==> config.mk <==
export PLATFORM = sky130hd
export DESIGN_NAME = mdx_receiver
export DESIGN_NICKNAME = d
export VERILOG_FILES = /design/src/common/mdx_pkg.sv /design/src/rtl/mdx_receiver.sv
export SDC_FILE = /design/constraint.sdc
export NUM_CORES = 1
export LEC_CHECK = 0
export BUFFER_PORTS_ARGS = -buffer_cell sky130_fd_sc_hd__buf_2
export CAP_MARGIN = 20
export CORE_MARGIN = 1
export CORE_UTILIZATION = 45
export DETAILED_ROUTE_END_ITERATION = 10
export SLEW_MARGIN = 25
export SYNTH_ARGS = -nofsm -noshare
export SYNTH_HDL_FRONTEND = slang
export SYNTH_SLANG_ARGS = --single-unit
export TNS_END_PERCENT = 5
==> constraint.sdc <==
create_clock -name ref_clk -period 7.9 [get_ports ref_clk]
set_input_delay 0.395 -clock ref_clk [delete_from_list [all_inputs] [get_ports ref_clk]]
set_output_delay 0.395 -clock ref_clk [all_outputs]
set_load 0.01 [all_outputs]
==> src/common/mdx_pkg.sv <==
// What this block does
// - SysEx bank/program accepted on any channel
// - SysEx program change ignores program-receive disable
// - Bank select latches; applies at next program change
// - Bank change switches part bank at once
// - Part commands: header, 72, part 00..0F
// - Multi change opcode 69, part 00; F0..F7
// - Edit-buffer routing: dumps overwrite edit buffer, show name
// - Forced bank routing stores dumps into that bank
// - Verify routing compares, flags errors, never writes
// - Expression CC11 defaults and resets to 127
// - Update: count blocks, abort on error, flag failure
// - Update staged and checked before burn command
// - Burn takes about 30 s, then self reset
package mdx_pkg;
    localparam logic [7:0] MDX_SOX        = 8'hf0;
    localparam logic [7:0] MDX_EOX        = 8'hf7;
    localparam logic [7:0] MDX_PART_TAG   = 8'h72;
    localparam logic [7:0] MDX_OP_BSEL    = 8'h1f;
    localparam logic [7:0] MDX_OP_BCHG    = 8'h20;
    localparam logic [7:0] MDX_OP_PCHG    = 8'h21;
    localparam logic [7:0] MDX_OP_MULTI   = 8'h69;
    localparam logic [7:0] MDX_MAX_PART   = 8'h0f;
    localparam logic [7:0] MDX_CC_EXPR    = 8'h0b;
    localparam logic [6:0] MDX_EXPR_RESET = 7'h7f;
    localparam logic [7:0] MDX_CC_STATUS  = 8'hb0;
    localparam int         MDX_HDR_LEN    = 5;
    // Dump routing encodings
    localparam logic [1:0] MDX_ROUTE_NORMAL = 2'h0;
    localparam logic [1:0] MDX_ROUTE_EDIT   = 2'h1;
    localparam logic [1:0] MDX_ROUTE_FORCE  = 2'h2;
    localparam logic [1:0] MDX_ROUTE_VERIFY = 2'h3;
    // Burn time
    localparam longint     MDX_BURN_S      = 30;
    localparam longint     MDX_CLK_HZ      = 10000000;
    localparam longint     MDX_BURN_CYCLES = MDX_BURN_S * MDX_CLK_HZ;
    localparam logic [2:0] MDX_RST_BANK    = 3'h0;
    localparam logic [6:0] MDX_RST_PROG    = 7'h00;
    typedef enum logic [3:0] {
        MDX_IDLE, MDX_HDR, MDX_TAG, MDX_PART, MDX_OP, MDX_VAL, MDX_END, MDX_SKIP
    } mdx_parse_e;
    typedef enum logic [1:0] {MDX_OS_IDLE, MDX_OS_RX, MDX_OS_READY, MDX_OS_BURN} mdx_os_e;
endpackage

==> src/rtl/mdx_receiver.sv <==
`timescale 1ns/1ps
module mdx_receiver
    import mdx_pkg::*;
#(
    parameter longint BURN_CYCLES = MDX_BURN_CYCLES,
    parameter logic [7:0] ID0 = 8'h11, // Identity bytes: arbitrary values
    parameter logic [7:0] ID1 = 8'h22,
    parameter logic [7:0] ID2 = 8'h33,
    parameter logic [7:0] ID3 = 8'h44,
    parameter logic [7:0] ID4 = 8'h55
) (
    input  wire logic       ref_clk,
    input  wire logic       sys_rst,
    input  wire logic       rxValid,        // One byte from the MIDI UART
    input  wire logic [7:0] rxByte,
    input  wire logic       pgmRxDisable,   // Not read in this block; SysEx program changes ignore it
    input  wire logic [1:0] dumpRoute,
    input  wire logic       forceSecondBank,
    input  wire logic       dumpValid,      // Decoded dump byte stream
    input  wire logic [7:0] dumpByte,
    input  wire logic       dumpLast,
    input  wire logic [7:0] memByte,        // Stored byte at current compare address
    input  wire logic       ctrlReset,
    input  wire logic       osBlockDone,
    input  wire logic       osBlockErr,
    input  wire logic       storeCmd,
    input  wire logic       retryCmd,
    output logic            sxStrobe_ff,
    output logic [3:0]      sxPart_ff,
    output logic [2:0]      sxBank_ff,
    output logic [6:0]      sxProg_ff,
    output logic            sxMulti_ff,
    output logic [6:0]      expression_ff,
    output logic            dumpWrEdit_ff,
    output logic            dumpWrBank_ff,
    output logic            dumpBankSel_ff,
    output logic [7:0]      dumpData_ff,
    output logic            showName_ff,
    output logic            dumpActive_ff,
    output logic            verifyErr_ff,
    output logic [15:0]     osBlockCount_ff,
    output logic            reception_error_indication_ff,
    output logic            stageWr_ff,
    output logic            flashBurn_ff,
    output logic            selfReset_ff
);
    // Elaboration check: a burn of zero cycles would never reach the
    // self reset, so the counter needs at least one cycle to run
    if (BURN_CYCLES < 1) begin : g_bad_burn
        $error("BURN_CYCLES must be positive");
    end

    // Overview of the byte path:
    // - Every MIDI byte arrives as a one-cycle rxValid pulse
    // - A start byte always restarts the header match from position 0
    // - The frame is fully checked before anything is changed
    // - Only the closing end byte commits the command
    // - Frames that fail a check before the end position fall into skip until the end byte; a wrong end byte drops to idle
    // Side paths:
    // - The controller parser watches the same byte stream
    // - Dump routing and the update sequencer have their own inputs

    // Parser state
    mdx_parse_e parse_ff, nxt_parse;
    logic [2:0] hdrIdx_ff;
    logic [3:0] partIdx_ff;
    logic [7:0] opcode_ff;
    logic [6:0] value_ff;
    logic [2:0] pendBank_ff [16];
    logic [2:0] curBank_ff [16];
    logic       ccState_ff, ccExpr_ff;

    // Header byte expected at each position
    // Positions past the last identity byte reuse the final one; the
    // parse leaves the header state before it could look there
    wire logic [7:0] hdrExp = (hdrIdx_ff == 3'h0) ? ID0 : (hdrIdx_ff == 3'h1) ? ID1 :
                              (hdrIdx_ff == 3'h2) ? ID2 : (hdrIdx_ff == 3'h3) ? ID3 : ID4;
    wire logic hdrLast = (hdrIdx_ff == 3'(MDX_HDR_LEN - 1));
    wire logic opKnown = (rxByte == MDX_OP_BSEL) || (rxByte == MDX_OP_BCHG) ||
                         (rxByte == MDX_OP_PCHG) || (rxByte == MDX_OP_MULTI);
    wire logic opMultiBad = (rxByte == MDX_OP_MULTI) && (partIdx_ff != 4'h0);
    wire logic isData = ~rxByte[7];
    // Command executes only at the closing F7, so a truncated frame changes nothing
    wire logic execCmd = rxValid && (parse_ff == MDX_END) && (rxByte == MDX_EOX);

    // Byte-serial parse; anything unexpected drops to skip, or to idle in place of the end byte, without effect
    // Trade-off: one byte per state keeps the decode small, at the cost
    // of holding the whole frame until its end byte before acting
    always_comb begin
        nxt_parse = parse_ff;
        if (rxValid) begin
            if (rxByte == MDX_SOX) nxt_parse = MDX_HDR;
            else case (parse_ff)
                MDX_IDLE: nxt_parse = MDX_IDLE;
                MDX_HDR:  nxt_parse = (rxByte != hdrExp) ? MDX_SKIP :
                                      hdrLast ? MDX_TAG : MDX_HDR;
                MDX_TAG:  nxt_parse = (rxByte == MDX_PART_TAG) ? MDX_PART : MDX_SKIP;
                MDX_PART: nxt_parse = (rxByte <= MDX_MAX_PART) ? MDX_OP : MDX_SKIP;
                MDX_OP:   nxt_parse = (opKnown && !opMultiBad) ? MDX_VAL : MDX_SKIP;
                MDX_VAL:  nxt_parse = isData ? MDX_END : MDX_SKIP;
                MDX_END:  nxt_parse = MDX_IDLE;
                MDX_SKIP: nxt_parse = (rxByte == MDX_EOX) ? MDX_IDLE : MDX_SKIP;
                default:  nxt_parse = MDX_IDLE;
            endcase
        end
    end

    // Frame field capture
    // Part, opcode and value are captured as they pass; a later frame
    // overwrites them before its own end byte can commit anything
    // A start byte inside the header must restart the position count,
    // otherwise a resent frame would be matched one byte out of step
    always_ff @(posedge ref_clk or posedge sys_rst) begin
        if (sys_rst) begin
            parse_ff   <= MDX_IDLE;
            hdrIdx_ff  <= 3'h0;
            partIdx_ff <= 4'h0;
            opcode_ff  <= 8'h00;
            value_ff   <= 7'h00;
        end else begin
            parse_ff <= nxt_parse;
            if (rxValid) begin
                hdrIdx_ff <= (parse_ff == MDX_HDR && rxByte != MDX_SOX) ?
                             hdrIdx_ff + 3'h1 : 3'h0;
                if (parse_ff == MDX_PART) partIdx_ff <= rxByte[3:0];
                if (parse_ff == MDX_OP) opcode_ff <= rxByte;
                if (parse_ff == MDX_VAL) value_ff <= rxByte[6:0];
            end
        end
    end

    // Command decode
    // Each decode is true for exactly one cycle, the one taking the end byte
    // Bank command effects; channel number never consulted
    wire logic doBsel  = execCmd && (opcode_ff == MDX_OP_BSEL);
    wire logic doBchg  = execCmd && (opcode_ff == MDX_OP_BCHG);
    // Program change not gated by pgmRxDisable
    wire logic doPchg  = execCmd && (opcode_ff == MDX_OP_PCHG);
    wire logic doMulti = execCmd && (opcode_ff == MDX_OP_MULTI);

    // Per-part bank storage
    // Pending bank is what the next program change will apply;
    // current bank is what the part plays from right now
    // A bank change sets both so a later program change keeps it
    always_ff @(posedge ref_clk or posedge sys_rst) begin
        if (sys_rst) begin
            for (int i = 0; i < 16; i++) begin
                pendBank_ff[i] <= MDX_RST_BANK;
                curBank_ff[i]  <= MDX_RST_BANK;
            end
        end else begin
            if (doBsel) pendBank_ff[partIdx_ff] <= value_ff[2:0];
            if (doBchg) begin
                curBank_ff[partIdx_ff]  <= value_ff[2:0];
                pendBank_ff[partIdx_ff] <= value_ff[2:0];
            end
            if (doPchg) curBank_ff[partIdx_ff] <= pendBank_ff[partIdx_ff];
        end
    end

    // Output strobe for the voice manager
    // Bank select alone gives no strobe: nothing changes audibly yet
    // Fields hold their last value between strobes
    wire logic       anyExec = doBchg || doPchg || doMulti;
    wire logic [2:0] outBank = doBchg ? value_ff[2:0] : pendBank_ff[partIdx_ff];
    always_ff @(posedge ref_clk or posedge sys_rst) begin
        if (sys_rst) begin
            sxStrobe_ff <= 1'b0;
            sxPart_ff   <= 4'h0;
            sxBank_ff   <= MDX_RST_BANK;
            sxProg_ff   <= MDX_RST_PROG;
            sxMulti_ff  <= 1'b0;
        end else begin
            sxStrobe_ff <= anyExec;
            if (anyExec) begin
                sxPart_ff  <= partIdx_ff;
                sxBank_ff  <= outBank;
                sxMulti_ff <= doMulti;
                if (!doBchg) sxProg_ff <= value_ff;
            end
        end
    end

    // Expression controller: status B0..BF any channel, then 0B, then value
    // Running status: after an expression (0B) value byte another number byte may follow
    // without a repeated status byte
    // Limitation: any other status byte, real-time ones included,
    // ends running status
    wire logic ccStatus = rxValid && (rxByte[7:4] == MDX_CC_STATUS[7:4]);
    wire logic ccNum    = rxValid && ccState_ff && isData;
    wire logic ccVal    = rxValid && ccExpr_ff && isData;
    always_ff @(posedge ref_clk or posedge sys_rst) begin
        if (sys_rst) begin
            ccState_ff    <= 1'b0;
            ccExpr_ff     <= 1'b0;
            expression_ff <= MDX_EXPR_RESET;
        end else begin
            if (rxValid && rxByte[7]) ccState_ff <= ccStatus;
            else if (ccNum) ccState_ff <= 1'b0;
            else if (ccVal) ccState_ff <= 1'b1; // Running status
            ccExpr_ff <= ccNum ? (rxByte == MDX_CC_EXPR) : (rxValid ? 1'b0 : ccExpr_ff);
            // Reset priority: a controller reset overrides same-cycle value
            if (ctrlReset) expression_ff <= MDX_EXPR_RESET;
            else if (ccVal) expression_ff <= rxByte[6:0];
        end
    end

    // Dump routing; verify never raises a write strobe
    // Normal routing writes to the bank that dumpBankSel_ff last held;
    // forced routing writes to the bank chosen by forceSecondBank
    // Verify only compares, so stored sounds stay untouched
    wire logic inEdit   = dumpRoute == MDX_ROUTE_EDIT;
    wire logic inForce  = dumpRoute == MDX_ROUTE_FORCE;
    wire logic inVerify = dumpRoute == MDX_ROUTE_VERIFY;
    wire logic mismatch = dumpValid && inVerify && (dumpByte != memByte);
    always_ff @(posedge ref_clk or posedge sys_rst) begin
        if (sys_rst) begin
            dumpWrEdit_ff  <= 1'b0;
            dumpWrBank_ff  <= 1'b0;
            dumpBankSel_ff <= 1'b0;
            dumpData_ff    <= 8'h00;
            showName_ff    <= 1'b0;
            dumpActive_ff  <= 1'b0;
            verifyErr_ff   <= 1'b0;
        end else begin
            dumpWrEdit_ff  <= dumpValid && inEdit;
            dumpWrBank_ff  <= dumpValid && !inEdit && !inVerify;
            dumpBankSel_ff <= inForce ? forceSecondBank : dumpBankSel_ff;
            dumpData_ff    <= dumpValid ? dumpByte : dumpData_ff;
            showName_ff    <= dumpValid && dumpLast && inEdit;
            dumpActive_ff  <= dumpValid && inVerify;
            // Error is sticky; the last byte of a non-verify dump clears it, set wins
            if (mismatch) verifyErr_ff <= 1'b1;
            else if (dumpValid && dumpLast && !inVerify) verifyErr_ff <= 1'b0;
        end
    end

    // OS update: stage, count, abort on error, burn on store
    // Good blocks go to the staging buffer only; the flash is touched
    // after two store commands: one to leave receive, one to burn
    // An errored block leaves the old firmware alone and waits for retry
    // The burn counter is wide so the full burn time fits in cycles
    mdx_os_e os_ff;
    longint  burnCnt_ff;
    wire logic osGoodBlk = (os_ff == MDX_OS_RX) && osBlockDone && !osBlockErr;
    always_ff @(posedge ref_clk or posedge sys_rst) begin
        if (sys_rst) begin
            os_ff                         <= MDX_OS_RX;
            osBlockCount_ff               <= 16'h0000;
            reception_error_indication_ff <= 1'b0;
            stageWr_ff                    <= 1'b0;
            flashBurn_ff                  <= 1'b0;
            selfReset_ff                  <= 1'b0;
            burnCnt_ff                    <= 64'sh0;
        end else begin
            stageWr_ff   <= osGoodBlk;
            selfReset_ff <= 1'b0;
            case (os_ff)
                MDX_OS_IDLE: if (retryCmd) begin
                    os_ff                         <= MDX_OS_RX;
                    osBlockCount_ff               <= 16'h0000;
                    reception_error_indication_ff <= 1'b0;
                end
                MDX_OS_RX: begin
                    if (osBlockDone && osBlockErr) begin
                        os_ff                         <= MDX_OS_IDLE;
                        reception_error_indication_ff <= 1'b1;
                    end else if (osGoodBlk) begin
                        osBlockCount_ff <= osBlockCount_ff + 16'h0001;
                    end else if (storeCmd && osBlockCount_ff != 16'h0000) begin
                        os_ff <= MDX_OS_READY;
                    end
                end
                MDX_OS_READY: if (storeCmd) begin
                    os_ff        <= MDX_OS_BURN;
                    flashBurn_ff <= 1'b1;
                    burnCnt_ff   <= BURN_CYCLES - 1;
                end
                MDX_OS_BURN: begin
                    if (burnCnt_ff == 0) begin
                        flashBurn_ff <= 1'b0;
                        selfReset_ff <= 1'b1;
                        os_ff        <= MDX_OS_RX;
                        osBlockCount_ff <= 16'h0000;
                    end else begin
                        burnCnt_ff <= burnCnt_ff - 1;
                    end
                end
                default: os_ff <= MDX_OS_IDLE;
            endcase
        end
    end
endmodule

After elaboration in Yosys (flattened, before gate mapping)
Index checks and enable logic that the tools add are counted.
{"block": "classes", "n_eq_ne": 42, "n_mux": 56, "reduce_logical": 58, "add_sub_neg": 3, "n_bitwise": 3, "order_cmp": 3}
{"op": "64-bit two-way mux", "n": 2}
{"op": "64-bit case mux with 2 select lines", "n": 1}
{"op": "48-bit bitwise mux", "n": 2}
{"op": "48-bit two-way mux", "n": 2}
{"op": "64-bit zero test", "n": 1}
{"op": "16-bit two-way mux", "n": 4}
{"op": "64-bit by 2-bit subtractor with 64-bit output (second input constant)", "n": 1}
{"op": "16-bit case mux with 3 select lines", "n": 1}
{"op": "7-bit two-way mux", "n": 5}
{"op": "8-bit by 6-bit equality test with 1-bit output (second input constant)", "n": 4}
{"op": "1-bit logical AND", "n": 28}
{"op": "3-bit two-way mux", "n": 9}
{"op": "8-bit by 7-bit equality test with 1-bit output (second input constant)", "n": 3}
{"op": "2-bit two-way mux", "n": 9}
{"op": "3-bit case mux with 6 select lines", "n": 1}
{"op": "16-bit by 1-bit adder with 16-bit output (second input constant)", "n": 1}
{"op": "4-bit by 3-bit equality test with 1-bit output (second input constant)", "n": 4}
{"op": "8-bit by 5-bit equality test with 1-bit output (second input constant)", "n": 2}
{"op": "8-bit equality test (second input constant)", "n": 2}
{"op": "16-bit nonzero test", "n": 1}
{"op": "1-bit two-way mux", "n": 14}
{"op": "3-bit binary-select mux with 4-bit select", "n": 1}
{"op": "3-bit demux with 4-bit select", "n": 1}
{"op": "2-bit != test (second input constant)", "n": 6}
{"op": "other kinds (34)", "n": 60}
{"block": "word_totals", "output_inout_bits": 57, "elab_cells": 208, "inputBits": 38, "ff_bits": 199}

Logic depth before layout (Yosys ltp)
{"block": "depth", "ltp_word": 9, "depth_mapped": 10, "depth_no_buf": 8}

Worst setup path before layout
Ideal clock, no wire load.
{"block": "synth_timing", "path_kind": "reg2reg", "from": "reg burnCnt_ff[12] (netlist bit)", "to": "reg burnCnt_ff[47] (netlist bit)", "synth_period_minus_slack_ns": 2.715, "path_buffers": 1, "setup_ns": 0.079, "t_arrival_ns": 2.636, "setup_slack_ns": 5.185, "required_time_ns": 7.821, "path_stages_with_launch": 8, "path_cell_list": "dfrtp_1 or4_4 buf_6 or4_4 nor3_4 nand3_4 or4_1 a21oi_1"}
{"block": "synth_between", "elab_chain_cells": 3, "word_cells_on_any_way": 6, "classes_between": "add/sub: 1; eq/ne: 1; mux: 2; reduce/logical: 2"}
{"item": "start: declaration", "line": "mdx_receiver.sv:244", "source": "longint burnCnt_ff;"}
{"item": "start signal: assignment", "line": "mdx_receiver.sv:277", "source": "burnCnt_ff <= BURN_CYCLES - 1;"}
{"item": "start signal: assignment", "line": "mdx_receiver.sv:286", "source": "burnCnt_ff <= burnCnt_ff - 1;"}
{"item": "64-bit by 2-bit subtractor with 64-bit output / 64-bit zero test (equally long branches)", "line": "mdx_receiver.sv:286, mdx_receiver.sv:280"}
{"item": "64-bit two-way mux / 2-bit != test (equally long branches)"}
{"item": "64-bit case mux with 2 select lines / 3-bit AND reduction (equally long branches)"}
Parallel ways exist; a longest one is shown, timed or not. The select of a mux whose other input is x is not followed.
A chain may end at the register's enable or synchronous reset.

Worst setup path after layout
{"block": "layout_timing", "from": "reg burnCnt_ff[35] (netlist bit)", "to": "reg burnCnt_ff[59] (netlist bit)"}
The elaborated chain is that of the path after synthesis.

==> summary.txt <==
Floorplan
  • Placeable Area: roughly 0.023 mm^2
  • FP Rows: 55
  • Chip Height: ~150 um
  • Die area: between 0.02 and 0.025 mm^2
  • IO Pins: between 90 and 100
  • Starting Density: a little under half
  • Chip width: about 150 um

CTS
  • CTS tree: done
  • Htree depth: 4
  • Clk sink count: 198
  • Post-CTS Setup Bufs: 0
  • Inserted Clock Buffers: 17
  • Clock root buffer: clkbuf_16
  • Post-CTS Resized: 0
  • Clk_lat worst skew: 0.43 ns
  • Worst-case clock buffer depth: 2
  • Cts hold-fix bufs: 0
  • Clock Pin Slew Worst Setup and Hold Paths: ~0.080 ns

Synth
  • Syn Nets: approximately 1000
  • Synth Warn #: 0
  • Ys flop type: dfrtp_1
  • Number of synthesized flops with an enable pin: 0
  • Sequential fraction of the synthesis area: 47.8%
  • Mapped Cells: 991
  • Synth cell count leaders: dfrtp_1, nor2_1, mux2_2, nand2_1, nand3_1
  • Synth Register Bits: 198
  • Syn avg cell area: 10.5 um^2
  • Count leader, synth: dfrtp_1
  • Cell accounting for the most synthesized area: dfrtp_1
  • Synthesized area: slightly above 0.01 mm^2
  • Synth top area cells: dfrtp_1, mux2_2, xor2_1
  • Post-synth ARST share: 100%
  • Unique masters post-synth: 61
  • Share of Yosys cell area claimed by the top area cell type: roughly 46%

Detailed routing
  • DR vias: 7799
  • Via/cell ratio: between 5 and 6
  • Post-Route WL: 24.0 mm
  • WL per Instance: around 18 um
  • Post-route ant nets: 0
  • # DRC: 0
  • First-pass detailed-route iteration total: 5
  • 1st-iter DRT viols: roughly 380

Finish
  • Diode count: 0
  • Sequential cell area: about 0.0050 mm^2
  • Filler Cells Inserted: around 2000
  • Area occupied by multi-input gates: 0.00516 mm^2
  • Synth-to-Final Area Change: 12.7%
  • Share of cells above drive strength 1: between 20 and 25%
  • Final core occ: 51.6%
  • Post-Layout Cell Count: 1352
  • Final net count: about 1100

GRT
  • Vias in the first global route: around 7500
  • Total track usage: a little over a fifth
  • GRT overflow: 0
  • Initial antenna violation count: 0
  • Largest net degree at the start of global routing: roughly 140
  • First-pass GRT wire length: around 40 mm

Place
  • Placement Setup Slack: about 4.5 ns
  • Placed insts: 1320
  • Port Buf Inserts: 93
  • GPL Wtd Cong: just over 0.8
  • DPL Wire Length: 15.9 mm

STA
  • Final min period: approximately 3.3 ns
  • Slew margin rel.: around two fifths
  • Final Max Tran Viols: 0
  • Setup Skew: between 0.01 and 0.015 ns
  • Fin Setup TNS: 0 ns
  • Fin crit share: between 40% and 50%
  • Final hold viol count: 0
  • RSZ-0062 raised after global routing: false
  • Fmax: between 0.2 and 0.3 GHz
  • Slew @ Worst Pin: 0.915 ns
  • Final WS setup: approximately 4.6 ns
  • Final setup viols: 0

Setup path
  • CP peak stage delay: 0.70 ns
  • WP buf/inv: 0
  • Required @ worst endpoint: slightly above 8 ns
  • Crit-path slowest cell: or4_1
  • Worst-path maximum fanout: 13
  • Critical path class: flop to flop
  • Cells along the critical path: or4_1 > nor4_1 > nand4_1 > o21ai_0 > nand4b_1 > mux2i_1
  • Family with the most delay on the worst path: simple AND/OR/NAND/NOR gates
  • Crit path DAT: ~3.7 ns
  • Worst Setup End Kind: flop
  • Crit start category: flop

Power
  • Lkg Pwr: roughly 5.2 nW
  • Maximum vdd drop: 137 uV
  • Pwr Density: between 200 and 250 mW/mm^2

Worst hold path
  • Hold Crit Class: primary input to asynchronous set/reset pin

Run status
  • Outcome: complete, no violations

Job
  • Max-cap violations: 0
-- where the power goes --
| part | total (mW) | leakage [nW] | switching, mW | internal (mW) |
|---|---|---|---|---|
| Sequential | 1.34 | 2.57 | 0.225 | 1.12 |
| Clock | 0.918 | 0.306 | 0.424 | 0.494 |
| Combinational | 0.623 | 2.34 | 0.356 | 0.267 |
| Total | 2.88 | 5.22 | 1.00 | 1.88 |
-- cell families after synthesis --
family	after synthesis	synth area share [%]
flip-flops	198	47.8
buffers and inverters	71	2.66
AO/OA/AOI/OAI	105	6.50
AND/OR/NAND/NOR	431	22.6
multiplexers	113	13.8
XOR/XNOR	59	4.98
adder cells (fa/ha/maj)	14	1.69
-- metal layers --
layer / global-route usage (%) / vias to the layer above / share of wire (%)
li1: - / 3747 / -
met1: 29.6 / 3890 / 48
met2: 34.2 / 138 / 48
met3: 3.38 / 24 / 2.8
met4: 5.67 / 0 / 1.2
met5: 0 / - / 0
-- flip-flops by register name (all words and copies together), names as in the netlist, 2 cells and up --
| name | flops |
|---|---|
| sxPart_ff | 4 |
| expression_ff | 7 |
| osBlockCount_ff | 16 |
| burnCnt_ff | 64 |
| os_ff | 2 |
| pendBank_ff | 48 |
| sxBank_ff | 3 |
| opcode_ff | 8 |
| value_ff | 7 |
| sxProg_ff | 7 |
| dumpData_ff | 8 |
| partIdx_ff | 4 |
| hdrIdx_ff | 3 |
| parse_ff | 3 |
-- worst paths after layout --
check | start | to | slack, ns | cells after the start
setup / recovery | burnCnt_ff[35] | burnCnt_ff[59] | 4.56 | 6
hold / removal | sys_rst | stageWr_ff | 0.09 | 2
setup reg to reg | burnCnt_ff[35] | burnCnt_ff[59] | 4.56 | 6
hold reg to reg | expression_ff[6] | expression_ff[6] | 0.49 | 2
max in group asynchronous | sys_rst | sxProg_ff[1] | 6.51 | 3
min in group ref_clk | dumpRoute[0] | dumpWrBank_ff | 0.17 | 2
-- per-stage QoR --
stage	total power [mW]	hold slack (ns)	area, um^2
after floorplan	1.77	0.461	10400
after global placement	1.98	0.476	11000
after CTS	2.92	0.153	11700
after detailed placement	1.99	0.482	11000
after global routing	3.05	0.153	11700
final	2.88	0.0883	11700
-- layout make-up --
| cell class | count | area share (%) |
|---|---|---|
| Clock buffer | 19 | 3.79 |
| Clock inverter | 13 | 1.55 |
| Inverter | 15 | 0.589 |
| Multi-Input combinational cell | 722 | 44.1 |
| Sequential cell | 198 | 42.5 |
| Tap cell | 285 | 3.05 |
| Timing Repair Buffer | 100 | 4.43 |
-- cell usage in the layout, fill, tap and decap left out, drive strengths merged, types with 7 or more instances in the layout --
master and instances:
nand3b 13, nor4 32, nor3 35, dfstp 8
a31oi 7, xor2 41, o21ai 23, xnor2 18
nand2 78, mux2 88, nand4 20, and3 10
nor2b 7, buf 100, nand4b 15, mux4 15
or2 9, a21oi 31, or3 10, nor4b 8
or4 29, nor2 90, nand2b 13, dfrtp 190
mux2i 10, inv 21, nand3 50, clkbuf 19
ha 14
-- worst register-to-register path, cell delays in order (launching register included) --
cell	delay, ns
dfrtp_1	0.44
or4_1	0.70
nor4_1	0.51
nand4_1	0.62
o21ai_0	0.59
nand4b_1	0.21
mux2i_1	0.19
(Power assumes the default switching activity.)
